### src/gocr_pkg.sv
// Purpose: Shared constants of the global operational control bank.
// Assumes: APB word per register, byte address is four times the index.
// Notes: Buffered fields move to their applied copy on a transfer strobe.
package gocr_pkg;
    // ------------------------------------------------------------
    // Register indices
    // ------------------------------------------------------------
    localparam int IDX_W = 12;
    localparam logic [11:0] IDX_GLOBAL = 12'hA00;
    localparam logic [11:0] IDX_REF_PD = 12'hA01;
    localparam logic [11:0] IDX_REF_TMO = 12'hA02;
    localparam logic [11:0] IDX_REF_FLT = 12'hA03;
    localparam logic [11:0] IDX_XFER = 12'h00F;
    localparam logic [11:0] IDX_STATUS = 12'h010;
    // ------------------------------------------------------------
    // Field layout and values
    // ------------------------------------------------------------
    localparam int REG_W = 8;
    localparam int NUM_REF = 4;
    localparam int NUM_OUTPUT_ANALOG_PLL = 4;
    localparam int BIT_SYNC_ALL = 3;
    localparam int BIT_CAL_SYS = 2;
    localparam int BIT_CAL_ALL = 1;
    localparam int BIT_PD_ALL = 0;
    localparam logic [7:0] XFER_GO = 8'h01;
    localparam logic [7:0] MASK_LOW4 = 8'h0F;
    localparam logic [7:0] RST_REG = 8'h00;
endpackage

### src/gocr_reg_if.sv
// Purpose: Carries decoded register accesses from the bus slave to the bank.
// Assumes: One access at a time.
// Notes: wr_stb is a one-cycle pulse at the completing APB edge.
interface gocr_reg_if;
    logic addr_ok;
    logic [gocr_pkg::IDX_W-1:0] idx;
    logic [gocr_pkg::REG_W-1:0] wdata;
    logic wr_stb;
    logic hit;
    logic [gocr_pkg::REG_W-1:0] rdata;
    modport slave (output addr_ok, idx, wdata, wr_stb, input hit, rdata);
    modport bank (input addr_ok, idx, wdata, wr_stb, output hit, rdata);
endinterface

### src/gocr_apb_slave.sv
// Purpose: APB slave front end with one wait state per transfer.
// Assumes: APB master holds the request until pready is seen high.
// Notes: Unmapped or unaligned addresses answer with pslverr.
module gocr_apb_slave (
    // Clock and reset
    input wire logic pclk,
    input wire logic presetn,
    // APB request
    input wire logic psel,
    input wire logic penable,
    input wire logic pwrite,
    input wire logic [15:0] paddr,
    input wire logic [31:0] pwdata,
    // APB answer
    output logic [31:0] prdata,
    output logic pready,
    output logic pslverr,
    // Decoded access
    gocr_reg_if.slave rif
);
    typedef struct packed {
        logic pready;
        logic pslverr;
        logic [31:0] prdata;
    } gocr_apb_s;

    gocr_apb_s st_ff;
    gocr_apb_s nxt_st;

    // ------------------------------------------------------------
    // Decode
    // ------------------------------------------------------------
    // Word aligned and inside the index range
    assign rif.addr_ok = (paddr[1:0] == 2'h0) && (paddr[15:14] == 2'h0);
    assign rif.idx = paddr[13:2];
    assign rif.wdata = pwdata[7:0];
    // Write lands only at the edge that completes the access
    assign rif.wr_stb = psel & penable & st_ff.pready & pwrite & rif.hit;

    // ------------------------------------------------------------
    // Answer
    // ------------------------------------------------------------
    // Raise pready one cycle into the access phase, for one cycle
    always_comb begin
        nxt_st = st_ff;
        nxt_st.pready = 1'b0;
        nxt_st.pslverr = 1'b0;
        if (psel && penable && !st_ff.pready) begin
            nxt_st.pready = 1'b1;
            nxt_st.pslverr = !rif.hit;
            nxt_st.prdata = (!pwrite && rif.hit) ? {24'h000000, rif.rdata} : 32'h00000000;
        end
    end

    // State register
    always_ff @(posedge pclk or negedge presetn) begin
        if (!presetn) begin
            st_ff <= '0;
        end else begin
            st_ff <= nxt_st;
        end
    end

    assign prdata = st_ff.prdata;
    assign pready = st_ff.pready;
    assign pslverr = st_ff.pslverr;
endmodule

### src/gocr_ref_chan.sv
// Purpose: Fault, usability and validation control of one reference input.
// Assumes: Monitor fault and bypass are synchronous levels.
// Notes: A forced fault beats the monitor bypass.
module gocr_ref_chan (
    // Clock and reset
    input wire logic pclk,
    input wire logic presetn,
    // Controls
    input wire logic force_fault,
    input wire logic power_down,
    input wire logic timeout_hit,
    // Monitor
    input wire logic monitor_fault,
    input wire logic monitor_bypass,
    // Status
    output logic faulted,
    output logic usable,
    output logic valid_now
);
    typedef struct packed {
        logic faulted;
        logic usable;
        logic valid_now;
    } gocr_ref_s;

    gocr_ref_s st_ff;
    gocr_ref_s nxt_st;
    logic flt_now;

    // Effective fault: forced fault first, then unbypassed monitor
    assign flt_now = force_fault | (monitor_fault & ~monitor_bypass);

    // Next channel state
    always_comb begin
        nxt_st = st_ff;
        nxt_st.faulted = flt_now;
        nxt_st.usable = ~flt_now & ~power_down;
        nxt_st.valid_now = timeout_hit & ~flt_now;
    end

    // State register
    always_ff @(posedge pclk or negedge presetn) begin
        if (!presetn) begin
            st_ff <= '0;
        end else begin
            st_ff <= nxt_st;
        end
    end

    assign faulted = st_ff.faulted;
    assign usable = st_ff.usable;
    assign valid_now = st_ff.valid_now;
endmodule

### src/gocr_top.sv
// Purpose: Global operational control bank of a multi-channel clock generator.
// Assumes: APB master, one clock, inputs synchronous to pclk.
// Notes: Global, power-down and fault fields are buffered until the strobe.
//
// Notes on behaviour
// Soft sync bit starts sync of outputs
// Unmasked outputs stall; restart on falling bit
// Buffered changes apply only on strobe 0x01
// Rising system calibrate bit calibrates system PLL
// Rising calibrate-all calibrates system and output PLLs
// Software clears calibrate-all; hardware never does
// Calibrate-all masks per-PLL calibration requests
// Power-down-all bit sleeps device; resets powered
// Per-reference receiver power-down, reset powered
// Timeout bit validates an unfaulted reference now
// Timeout bits self clear, reset zero
// Forced fault marks reference unusable, reset zero
// Upper four bits reserved, reset zero
// Forced fault overrides monitor bypass
// Reserved bits read zero, writes ignored
module gocr_top #(
    parameter int NUM_OUT = 8
) (
    // Clock and reset
    input wire logic pclk,
    input wire logic presetn,
    // APB request
    input wire logic psel,
    input wire logic penable,
    input wire logic pwrite,
    input wire logic [15:0] paddr,
    input wire logic [31:0] pwdata,
    // APB answer
    output logic [31:0] prdata,
    output logic pready,
    output logic pslverr,
    // Output synchronisation
    input wire logic [NUM_OUT-1:0] sync_mask,
    output logic [NUM_OUT-1:0] sync_stall,
    output logic sync_start,
    output logic sync_restart,
    // Calibration
    input wire logic [gocr_pkg::NUM_OUTPUT_ANALOG_PLL-1:0] output_analog_pll_cal_req,
    output logic [gocr_pkg::NUM_OUTPUT_ANALOG_PLL-1:0] output_analog_pll_cal_start,
    output logic system_clock_pll_cal_start,
    // Power
    output logic device_sleep,
    output logic [gocr_pkg::NUM_REF-1:0] ref_power_down,
    // Reference monitors
    input wire logic [gocr_pkg::NUM_REF-1:0] ref_monitor_fault,
    input wire logic [gocr_pkg::NUM_REF-1:0] ref_monitor_bypass,
    output logic [gocr_pkg::NUM_REF-1:0] ref_faulted,
    output logic [gocr_pkg::NUM_REF-1:0] ref_usable,
    output logic [gocr_pkg::NUM_REF-1:0] ref_valid_now
);
    // ------------------------------------------------------------
    // State
    // ------------------------------------------------------------
    typedef struct packed {
        logic [7:0] glb_live;
        logic [7:0] pd_live;
        logic [7:0] flt_live;
        logic [7:0] glb_act;
        logic [7:0] pd_act;
        logic [7:0] flt_act;
        logic [3:0] tmo_hit;
        logic [NUM_OUT-1:0] stall;
        logic sync_start;
        logic sync_restart;
        logic sys_cal;
        logic [3:0] output_analog_pll_cal;
    } gocr_bank_s;

    gocr_bank_s st_ff;
    gocr_bank_s nxt_st;
    logic [3:0] chan_faulted;
    logic [3:0] chan_usable;
    logic [3:0] chan_valid;
    logic cal_all_rise;
    logic cal_sys_rise;

    gocr_reg_if rif ();

    // ------------------------------------------------------------
    // Bus slave
    // ------------------------------------------------------------
    // APB front end
    gocr_apb_slave u_apb (
        .pclk(pclk),
        .presetn(presetn),
        .psel(psel),
        .penable(penable),
        .pwrite(pwrite),
        .paddr(paddr),
        .pwdata(pwdata),
        .prdata(prdata),
        .pready(pready),
        .pslverr(pslverr),
        .rif(rif)
    );

    // Mapped indices
    always_comb begin
        case (rif.idx)
            gocr_pkg::IDX_GLOBAL,
            gocr_pkg::IDX_REF_PD,
            gocr_pkg::IDX_REF_TMO,
            gocr_pkg::IDX_REF_FLT,
            gocr_pkg::IDX_XFER,
            gocr_pkg::IDX_STATUS: rif.hit = rif.addr_ok;
            default: rif.hit = 1'b0;
        endcase
    end

    // Read mux; strobe and timeout read zero as they self clear
    always_comb begin
        case (rif.idx)
            gocr_pkg::IDX_GLOBAL: rif.rdata = st_ff.glb_live;
            gocr_pkg::IDX_REF_PD: rif.rdata = st_ff.pd_live;
            gocr_pkg::IDX_REF_FLT: rif.rdata = st_ff.flt_live;
            gocr_pkg::IDX_STATUS: rif.rdata = {chan_usable, chan_faulted};
            default: rif.rdata = gocr_pkg::RST_REG;
        endcase
    end

    // ------------------------------------------------------------
    // Register bank
    // ------------------------------------------------------------
    // Writes, strobe transfer and derived pulses
    always_comb begin
        nxt_st = st_ff;
        nxt_st.tmo_hit = 4'h0;
        if (rif.wr_stb) begin
            case (rif.idx)
                gocr_pkg::IDX_GLOBAL: begin
                    nxt_st.glb_live = rif.wdata & gocr_pkg::MASK_LOW4;
                end
                gocr_pkg::IDX_REF_PD: begin
                    nxt_st.pd_live = rif.wdata & gocr_pkg::MASK_LOW4;
                end
                gocr_pkg::IDX_REF_FLT: begin
                    nxt_st.flt_live = rif.wdata & gocr_pkg::MASK_LOW4;
                end
                gocr_pkg::IDX_REF_TMO: begin
                    nxt_st.tmo_hit = rif.wdata[3:0];
                end
                gocr_pkg::IDX_XFER: begin
                    if (rif.wdata == gocr_pkg::XFER_GO) begin
                        nxt_st.glb_act = st_ff.glb_live;
                        nxt_st.pd_act = st_ff.pd_live;
                        nxt_st.flt_act = st_ff.flt_live;
                    end
                end
                default: begin
                    nxt_st.tmo_hit = 4'h0;
                end
            endcase
        end
        // Sync start on rising applied bit, restart on falling
        nxt_st.sync_start = !st_ff.glb_act[gocr_pkg::BIT_SYNC_ALL]
            && nxt_st.glb_act[gocr_pkg::BIT_SYNC_ALL];
        nxt_st.sync_restart = st_ff.glb_act[gocr_pkg::BIT_SYNC_ALL]
            && !nxt_st.glb_act[gocr_pkg::BIT_SYNC_ALL];
        nxt_st.stall = {NUM_OUT{nxt_st.glb_act[gocr_pkg::BIT_SYNC_ALL]}} & ~sync_mask;
        // Calibrate edges on the applied copy, so only a strobe can raise them
        cal_sys_rise = !st_ff.glb_act[gocr_pkg::BIT_CAL_SYS]
            && nxt_st.glb_act[gocr_pkg::BIT_CAL_SYS];
        cal_all_rise = !st_ff.glb_act[gocr_pkg::BIT_CAL_ALL]
            && nxt_st.glb_act[gocr_pkg::BIT_CAL_ALL];
        // Calibration pulses
        nxt_st.sys_cal = cal_sys_rise | cal_all_rise;
        if (cal_all_rise) begin
            nxt_st.output_analog_pll_cal = 4'hF;
        end else if (nxt_st.glb_act[gocr_pkg::BIT_CAL_ALL]) begin
            nxt_st.output_analog_pll_cal = 4'h0;
        end else begin
            nxt_st.output_analog_pll_cal = output_analog_pll_cal_req;
        end
    end

    // State register
    always_ff @(posedge pclk or negedge presetn) begin
        if (!presetn) begin
            st_ff <= '0;
        end else begin
            st_ff <= nxt_st;
        end
    end

    // ------------------------------------------------------------
    // Reference channels
    // ------------------------------------------------------------
    // One control slice per reference input
    generate
        for (genvar i = 0; i < gocr_pkg::NUM_REF; i++) begin : g_ref
            gocr_ref_chan u_chan (
                .pclk(pclk),
                .presetn(presetn),
                .force_fault(st_ff.flt_act[i]),
                .power_down(st_ff.pd_act[i]),
                .timeout_hit(st_ff.tmo_hit[i]),
                .monitor_fault(ref_monitor_fault[i]),
                .monitor_bypass(ref_monitor_bypass[i]),
                .faulted(chan_faulted[i]),
                .usable(chan_usable[i]),
                .valid_now(chan_valid[i])
            );
        end
    endgenerate

    // ------------------------------------------------------------
    // Outputs
    // ------------------------------------------------------------
    // Every output is a flip-flop of the bank, of a slice or of the APB front end
    assign sync_stall = st_ff.stall;
    assign sync_start = st_ff.sync_start;
    assign sync_restart = st_ff.sync_restart;
    assign system_clock_pll_cal_start = st_ff.sys_cal;
    assign output_analog_pll_cal_start = st_ff.output_analog_pll_cal;
    assign device_sleep = st_ff.glb_act[gocr_pkg::BIT_PD_ALL];
    assign ref_power_down = st_ff.pd_act[3:0];
    assign ref_faulted = chan_faulted;
    assign ref_usable = chan_usable;
    assign ref_valid_now = chan_valid;
endmodule

### config.mk
export PLATFORM = sky130hd
export DESIGN_NAME = gocr_top
export DESIGN_NICKNAME = d
export VERILOG_FILES = /design/src/gocr_pkg.sv /design/src/gocr_reg_if.sv /design/src/gocr_apb_slave.sv /design/src/gocr_ref_chan.sv /design/src/gocr_top.sv
export SDC_FILE = /design/constraint.sdc
export NUM_CORES = 1
export LEC_CHECK = 0
export BUFFER_PORTS_ARGS = -buffer_cell sky130_fd_sc_hd__buf_2
export CAP_MARGIN = 20
export CORE_MARGIN = 4
export CORE_UTILIZATION = 45
export DETAILED_ROUTE_END_ITERATION = 16
export PLACE_DENSITY = 0.83
export SLEW_MARGIN = 5
export SYNTH_ARGS = -nofsm -noshare
export SYNTH_HDL_FRONTEND = slang
export SYNTH_SLANG_ARGS = --single-unit
### constraint.sdc
create_clock -name pclk -period 4.1 [get_ports pclk]
set_clock_uncertainty 0.1 [all_clocks]
set_input_delay 0.205 -clock pclk [delete_from_list [all_inputs] [get_ports pclk]]
set_output_delay 0.205 -clock pclk [all_outputs]
set_load 0.01 [all_outputs]
# After elaboration in Yosys (flattened, before gate mapping)

Cells that the tools add are included.

Bits in latches: 0
RAM bits: 0
Register bits: 89
Memories: 0
Input port bits: 73
Memory bits (read-only): 0
Word-level logic and storage cells: 102
Output and inout bits: 66

Shifts and indexed selects: 0
Reductions and logical operators: 22
Add/sub/neg operators: 0
Multiplexer cells: 10
Bitwise logic cells: 35
Equality and inequality tests: 7
Order comparisons: 0
Divide/modulo/power cells: 0
Multiply operators: 0

Operator list:

| cell                                            | count |
|---|---|
| == test 12 bit (second input constant)          | 4 |
| two-way mux 20 bit                              | 2 |
| two-way mux 34 bit                              | 1 |
| case mux 8 bit (4 select lines)                 | 1 |
| two-way mux 24 bit                              | 1 |
| bitwise AND 1 bit                               | 16 |
| == test 12 x 4 -> 1 bit (second input constant) | 1 |
| == test 12 x 5 -> 1 bit (second input constant) | 1 |
| two-way mux 4 bit                               | 3 |
| inverter 1 bit                                  | 12 |
| bitwise AND 8 bit                               | 1 |
| == test 8 x 1 -> 1 bit (second input constant)  | 1 |
| logical AND 1 bit                               | 8 |
| two-way mux 8 bit                               | 1 |
| inverter 8 bit                                  | 1 |
| zero test 1 bit                                 | 7 |
| AND reduction 2 bit                             | 3 |
| OR reduction 6 bit                              | 1 |
| bitwise OR 1 bit                                | 5 |
| zero test 2 bit                                 | 2 |
| AND reduction 3 bit                             | 1 |
| two-way mux 1 bit                               | 1 |

# Longest topological paths before layout

Gate-level depths: netlist (run 1).

Word-level depth: 7
Gate-level depth with buffers: 6
Depth with buffers taken out: 5

# Cells and area by module

Synthesis (run 1) repeated with hierarchy kept, for this count alone.

Cell total of the unflattened synthesis: 273
Area total of the unflattened synthesis: 3,301.9 µm²

Modules (own cells, without submodules):

| module         | cells each | instances | area each (µm²) | sequential area each (µm²) |
|---|---|---|---|---|
| gocr_top       | 167        | 1         | 2,033.2         | 1,076.0 |
| gocr_apb_slave | 78         | 1         | 818.3           | 250.2 |
| gocr_ref_chan  | 7          | 4         | 112.6           | 75.1 |

# Worst setup path after synthesis (run 1)

No wires, ideal clock.

Path type: input to register
Start point: in paddr[2]
End point: reg st_ff, in the netlist ref_power_down[0]
Setup slack: 2.237 ns
Buffers on the path: 2
Data required time: 3.875 ns
Stages: 6
Data arrival time: 1.638 ns
Library setup time: 0.125 ns
Path through: clkbuf_1 -> and2_1 -> nand4_1 -> nor2_1 -> buf_2 -> mux2_2

Cells in the longest elaborated chain, start to end: 5
Elaborated cells on any way between the ends: 10
Those cells by class: 6 x eq/ne; 1 x mux; 1 x bitwise; 2 x reduce/logical

RTL lines:

| element                                               | line                             | RTL |
|---|---|---|
| start, declared                                       | gocr_top.sv:31                   | `input wire logic [15:0] paddr,` |
| == test 12 x 4 -> 1 bit, or another cell as far along | gocr_top.sv:104, gocr_top.sv:134 |  |
| OR reduction 6 bit                                    | gocr_top.sv:104                  | `case (rif.idx)` |
| two-way mux 1 bit                                     | gocr_top.sv:104                  |  |
| bitwise AND 1 bit                                     | gocr_apb_slave.sv:38             | `assign rif.wr_stb = psel & penable & st_ff.pready & pwrite & rif.hit;` |
| AND reduction 3 bit (no source line) (*)              | --                               |  |
| end signal, assigned                                  | gocr_top.sv:186                  | `st_ff <= nxt_st;` |
| end, declared                                         | gocr_top.sv:74                   | `gocr_bank_s st_ff;` |

Mark *: on every way between the ends. The rest lies on a longest branch, timed or not.
A chain may end at the register's enable or synchronous reset.

# Final worst setup path (run 1)

Start point: in paddr[1]
End point: reg st_ff[19] (netlist name)

Cells in the longest elaborated chain, start to end: 5

RTL lines:

| element                              | line                 | RTL |
|---|---|---|
| zero test 2 bit                      | gocr_apb_slave.sv:34 | `assign rif.addr_ok = (paddr[1:0] == 2'h0) && (paddr[15:14] == 2'h0);` |
| logical AND 1 bit                    | gocr_apb_slave.sv:34 |  |
| two-way mux 1 bit                    | gocr_top.sv:104      |  |
| bitwise AND 1 bit                    | gocr_apb_slave.sv:38 |  |
| AND reduction 3 bit (no source line) | --                   |  |

No other way between the ends.

==> results of run 1 <==
-- cell families (layout without fill, tap and decap cells) --
kind of cell / count (synthesis) / count (layout) / share of synthesized area [%]
other cells: 1 / 24 / 0.121
mux: 27 / 27 / 10.2
flops: 65 / 65 / 52.6
simple gates: 68 / 68 / 14.2
buf+inv: 71 / 135 / 15.1
compound gates: 34 / 34 / 7.85
-- repair_timing --
item	4_1_cts	5_1_grt
hold endpoints to repair	77	0
hold buffers	13	0
setup endpoints to repair	0	0
-- registers in the layout, indices dropped and copies added, names as in the netlist --
| name | count |
|---|---|
| u_apb.pslverr | 1 |
| g_ref.u_chan.faulted | 4 |
| device_sleep | 1 |
| u_apb.prdata | 8 |
| sync_start | 1 |
| g_ref.u_chan.valid_now | 4 |
| ref_power_down | 4 |
| output_analog_pll_cal_start | 4 |
| u_apb.pready | 1 |
| g_ref.u_chan.usable | 4 |
| sync_restart | 1 |
| st_ff | 23 |
| sync_stall | 8 |
| system_clock_pll_cal_start | 1 |
-- layer usage --
metal	track usage, %	up-vias
li1	-	1021
met1	21.2	1050
met2	26.2	97
met3	4.33	19
met4	9.17	0
met5	0	-
-- through the flow --
step                hold WS [ns]  worst slack, ns  util (%)  cells  total power, mW
floorplan                 -0.191             2.24         -    289            0.723
global placement           0.253             1.44      51.1    401            0.751
detailed placement         0.257             1.35      51.1    401            0.754
CTS                      0.00780             1.70      56.1    430             1.28
global route             0.00940             1.51      56.1    430             1.33
finish                    0.0249             1.74      56.1    430             1.27
-- path summary, 6_finish.rpt --
check,end,slack (ns),cells after the start
max,st_ff[19],1.74,5
min,g_ref[1].u_chan.faulted,0.02,2
max reg2reg,st_ff[19],1.75,4
min reg2reg,g_ref[3].u_chan.usable,0.35,1
max in group asynchronous,g_ref[1].u_chan.usable,2.89,3
min in group asynchronous,g_ref[0].u_chan.faulted,0.46,3
-- critical path: cells and delay by family --
kind | cells | cell delay [ns]
and+or+nand+nor | 3 | 1.73
buffers and inverters | 1 | 0.11
muxes | 1 | 0.42
-- cell usage in the layout (no fill, tap or decap), drive strengths merged, types with 2 or more instances in the layout --
cell type / Yosys / layout
o22ai: 4 / 4
nor2b: 4 / 4
clkinv: 0 / 2
nand2b: 3 / 3
buf: 55 / 91
nand2: 4 / 4
nor3: 7 / 7
nor4: 6 / 6
nor2: 12 / 12
clkbuf: 1 / 13
a21oi: 10 / 10
nand3: 3 / 3
or4: 3 / 3
dlygate4sd3: 0 / 13
nand3b: 2 / 2
dfrtp: 65 / 65
nand4: 8 / 8
nor3b: 2 / 2
a21o: 4 / 4
and2: 10 / 10
inv: 15 / 15
mux2: 23 / 23
conb: 1 / 24
mux2i: 4 / 4
a22o: 4 / 4
a211o: 4 / 4
a221o: 4 / 4
-- power by group --
group	total [mW]	internal [mW]	switching (mW)
clock network	0.518	0.296	0.221
registers	0.652	0.648	0.00347
logic	0.0994	0.0400	0.0594
-- cell type report --
| type | count | area, µm² | area share (%) |
|---|---|---|---|
| Timing Repair Buffer | 104 | 588 | 16.2 |
| Clock inverter | 3 | 40.0 | 1.10 |
| Tap cell | 77 | 96.3 | 2.65 |
| Clock buffer | 13 | 149 | 4.09 |
| Multi-Input combinational cell | 153 | 1080 | 29.8 |
| Sequential cell | 65 | 1630 | 44.7 |
| Inverter | 15 | 56.3 | 1.55 |
==> metrics.md, run 1 <==
| Metric | Value |
|---|---|
| Wire length per cell | 15.6 µm |
| Layout cells sized above 1 | roughly 38% |
| Critical Path AT | 2.47 ns |
| Slew Limit Fails | 0 |
| Slew headroom | 33.3% |
| ANT cells | 0 |
| Mapped cell area | slightly above 0.003 mm² |
| Core Region | 0.00649 mm² |
| Worst-path clk slew | 0.07 ns |
| Fillcell total | 572 |
| Total grt overflow | 0 |
| TNS Setup | 0 ns |
| Post-route design area | 0.00364 mm² |
| Netlist cell types | 38 |
| Site Rows | 29 |
| Hpwl dp | 4980 µm |
| # port buffers | 90 |
| CTS tree | built |
| Remaining antenna violation count | 0 |
| Largest net degree at the start of global routing | 66 |
| Highest-delay cell along the critical path | nor2_1 |
| Post-synthesis average cell area | approximately 12 µm² |
| H-tree depth | 3 |
| Detailed Route Iter0 Violations | approximately 100 |
| Peak VDD IR | around 160 µV |
| Required @ worst endpoint | 4.21 ns |
| Num CTS Buffers | 9 |
| Finish-stage setup viols | 0 |
| RSZ-0062 raised after global routing | no |
| Buffer count from post-CTS setup fixing | 0 |
| Clock root buffer | clkbuf_8 |
| R2R Path Start | u_apb.pready |
| Routed WL | around 6700 µm |
| Async SR Flop Fraction | 100% |
| I/O pin cnt | 139 |
| Initial Util | 47.6% |
| Number of flops mapped to enable cells by yosys | 0 |
| Synth top area share | a little over half |
| Post-CTS Resized | 0 |
| Synth area leaders | dfrtp_1 53%, buf_4 13%, mux2_2 6.9% |
| Final worst-path cycle share | 57.5% |
| Metal1 wirelength | 2750 µm |
| Clock buffer depth | 2 |
| CP Capture Type | register |
| Area leader, netlist | dfrtp_1 |
| GP Congestion | 0.962 |
| Most frequent cell after synthesis | dfrtp_1 |
| DIE WIDTH | 90.9 µm |
| DR WL met2 | 3220 µm |
| Global-route wire length before repair | 10700 µm |
| Yosys reg bits | 65 |
| DRC Markers | 0 |
| Crit Path Category | input port to register |
| Fmax | about 420 MHz |
| Mapped Cells | 266 |
| Layout Area Growth over Synthesis | 17.8% |
| Total GRT Usage | between 10% and 20% |
| Initial antenna violation count | 0 |
| Met3 wire length | 534 µm |
| Largest stage delay on the critical path | 0.85 ns |
| Pleak | 1.94 nW |
| 1st-pass router iterations | 4 |
| Outcome | finished clean |
| Vias/cell | 5.09 |
| Clock Latency Late Sink | 0.33 ns |
| Max_cap viols | 0 |
| Top layer in use | met4 |
| Yosys warnings | 0 |
| Synth cell count leaders | 65 x dfrtp_1, 52 x buf_4, 19 x mux2_2, 15 x inv_1, 12 x nor2_1 |
| DIE AREA | between 0.008 and 0.009 mm² |
| Final Critical Period | 2.36 ns |
| Pwr/cell area | 349 mW/mm² |
| # nets final | 421 |
| Largest fanout on the critical path | 11 |
| Most used DFF post-synth | dfrtp_1 |
| Crit path launch | paddr[1] |
| Number of global-route vias before repair | 2189 |
| Hold Violations, Final | 0 |
| Hold Crit Start | ref_monitor_fault[1] |
| CP startpoint kind | input port |
| Placed Area | 0.00332 mm² |
| Worst-Margin Slew | about 1 ns |
| Vias | 2187 |
| Die height | between 90 and 100 µm |
| Crit-path cells | buf_2 -> nor4_2 -> nand4_1 -> nor2_1 -> mux2_2 |
| Sequential element share of the synthesized area | 52.6% |
| Hold Crit Class | input port to register |
| Clock sinks | 65 |
Power figures use the tool's default switching activity.
==> run 2, diff against run 1 <==
CORE_UTILIZATION = 42   (was 45)
PLACE_DENSITY = 0.81   (was 0.83)
clock period = 2.02 ns   (was 4.1 ns; I/O delays follow)
==> run 2 against run 1 <==
Net effect: register-to-register slack worse by 1.6 ns; count of clock-buffer cells in the layout down 3; die area up 6.5%; global-route usage about the same; worst setup slack worse by 1.6 ns; critical path depth up 2; combinational power up 140%; flip-flop and latch count unchanged; routed wire length up 5.8%; first-iteration DRC count up 3.0%; non-clock buffer count up 30; clock power up 110%; critical path type unchanged; largest power group unchanged; highest routed layer unchanged.
==> metrics.md, run 2 (same netlist as run 1, synthesis figures left out) <==
| Metric | Value |
|---|---|
| # port buffers | 90 |
| Core Region | ~0.0072 mm² |
| # nets final | 451 |
| Total GRT Usage | 16.8% |
| I/O pin cnt | approximately 140 |
| DRC Markers | 0 |
| Worst-path clk slew | 0.07 ns |
| CP Buf/Inv Count | 3 |
| Hpwl dp | just over 5000 µm |
| DIE AREA | 0.00879 mm² |
| Site Rows | 31 |
| WHS | 0.0696 ns |
| CP Capture Type | register |
| CP top delay family | simple AND/OR/NAND/NOR gates |
| Clock sinks | 65 |
| CTS tree | built |
| Wire length per cell | 14.7 µm |
| Crit-path cells | dlygate4sd3_1 -> buf_2 -> nor4b_2 -> nand4_1 -> buf_4 -> or3_1 -> a21oi_1 |
| Max_cap viols | 0 |
| Highest-delay cell along the critical path | dlygate4sd3_1 |
| Peak VDD IR | 287 µV |
| Finish-stage setup viols | 0 |
| Final worst-path cycle share | 94.9% |
| DIE WIDTH | 93.8 µm |
| H-tree depth | 3 |
| Vias/cell | 4.74 |
| Clock root buffer | clkbuf_8 |
| Initial Util | 42.8% |
| 1st-pass router iterations | 4 |
| Placed Area | 0.00347 mm² |
| Die height | 93.8 µm |
| Largest net degree at the start of global routing | 45 |
| Sequential Area | roughly 0.0016 mm² |
| Layout cells sized above 1 | 39.7% |
| Slew Limit Fails | 0 |
| Crit Path Category | input port to register |
| Commonest non-fill, non-tap cells in the layout | 90 x buf_2, 65 x dfrtp_1, 28 x dlygate4sd3_1 |
| Slew headroom | approximately two thirds |
| Post-route design area | 0.00397 mm² |
| Required @ worst endpoint | 2.17 ns |
| Number of global-route vias before repair | between 2000 and 2500 |
| Global-route wire length before repair | 11300 µm |
| Total grt overflow | 0 |
| Critical Path AT | 2.07 ns |
| Initial antenna violation count | 0 |
| Routed WL | 7080 µm |
| Layout Area Growth over Synthesis | 28.3% |
| Remaining antenna violation count | 0 |
| CP startpoint kind | input port |
| Hold Violations, Final | 0 |
| Most common cell after layout, fill and taps aside | buf_2 |
| GP Congestion | 0.872 |
| Fmax | approximately 520 MHz |
| TNS Setup | 0 ns |
| Buffer count from post-CTS setup fixing | 0 |
| RSZ-0062 raised after global routing | no |
| Hold Crit Class | input port to register |
| Layout Utilization | 55.0% |
| Multi-input combinational cell area | 0.00109 mm² |
| Outcome | finished clean |
| Largest fanout on the critical path | 9 |
| Vias | 2284 |
| Fillcell total | 657 |
| Worst-Margin Slew | approximately 0.53 ns |
| ANT cells | 0 |
| Clock buffer depth | 2 |
| Largest stage delay on the critical path | 0.52 ns |
| Detailed Route Iter0 Violations | about 100 |
| Num CTS Buffers | 9 |
| Biggest register | st_ff |
| Number of flip-flops under the largest register name | 23 |
| Pleak | between 2 and 2.5 nW |
| Clock Latency Late Sink | 0.34 ns |
| Final Critical Period | 1.92 ns |
| Pwr/cell area | between 600 and 700 mW/mm² |
==> run 2: what timing repair did <==
item | 4_1_cts | 5_1_grt
gates resized for setup | 0 | 1
endpoints found under the hold margin | 62 | 0
endpoints found under the setup margin | 0 | 9
hold buffers | 28 | 0
==> run 2: power breakdown <==
part	internal (mW)	switching, mW	total (mW)
clock	0.604	0.492	1.10
sequential	1.32	0.00804	1.32
combinational	0.108	0.127	0.235
total	2.03	0.627	2.65
==> run 2: tightest hold or removal path: stages <==
cell and delay [ns]:
buf_2 0.12, o41ai_1 0.09, a31oi_1 0.16
==> run 2: cell type report <==
| class | instances | share of cell area [%] |
|---|---|---|
| tap | 99 | 3.12 |
| sequential | 65 | 41.0 |
| clock inverter | 6 | 1.70 |
| multi-input combinational | 153 | 27.5 |
| clock buffer | 10 | 3.47 |
| inverter | 15 | 1.42 |
| timing repair buffer | 134 | 21.8 |
==> run 2: per-layer routing <==
metal,routed length [µm],vias to the layer above,GRT usage (%)
li1,-,1087,-
met1,2940,1115,20.2
met2,3670,76,29.3
met3,398,6,3.37
met4,80,0,6.74
met5,0,-,0
==> run 2: path summary, 6_finish.rpt <==
| kind | from | endpoint | slack [ns] | cells after the start |
|---|---|---|---|---|
| max reg2reg | u_apb.pready | sync_stall[2] | 0.17 | 5 |
| max in group asynchronous | presetn | st_ff[17] | 1.04 | 3 |
| max | pwdata[0] | sync_stall[2] | 0.10 | 7 |
| min | paddr[6] | u_apb.pslverr | 0.07 | 3 |
| min in group asynchronous | presetn | sync_stall[7] | 0.17 | 2 |
| min reg2reg | ref_power_down[0] | g_ref[0].u_chan.usable | 0.35 | 1 |
==> run 2: through the flow <==
step | total power [mW] | std cells | setup WS, ns
finish | 2.65 | 482 | 0.104
global placement | 1.53 | 438 | 0.120
global route | 2.77 | 482 | 0.0187
detailed placement | 1.54 | 438 | 0.0954
CTS | 2.69 | 482 | 0.0391
floorplan | 1.47 | 289 | 0.237
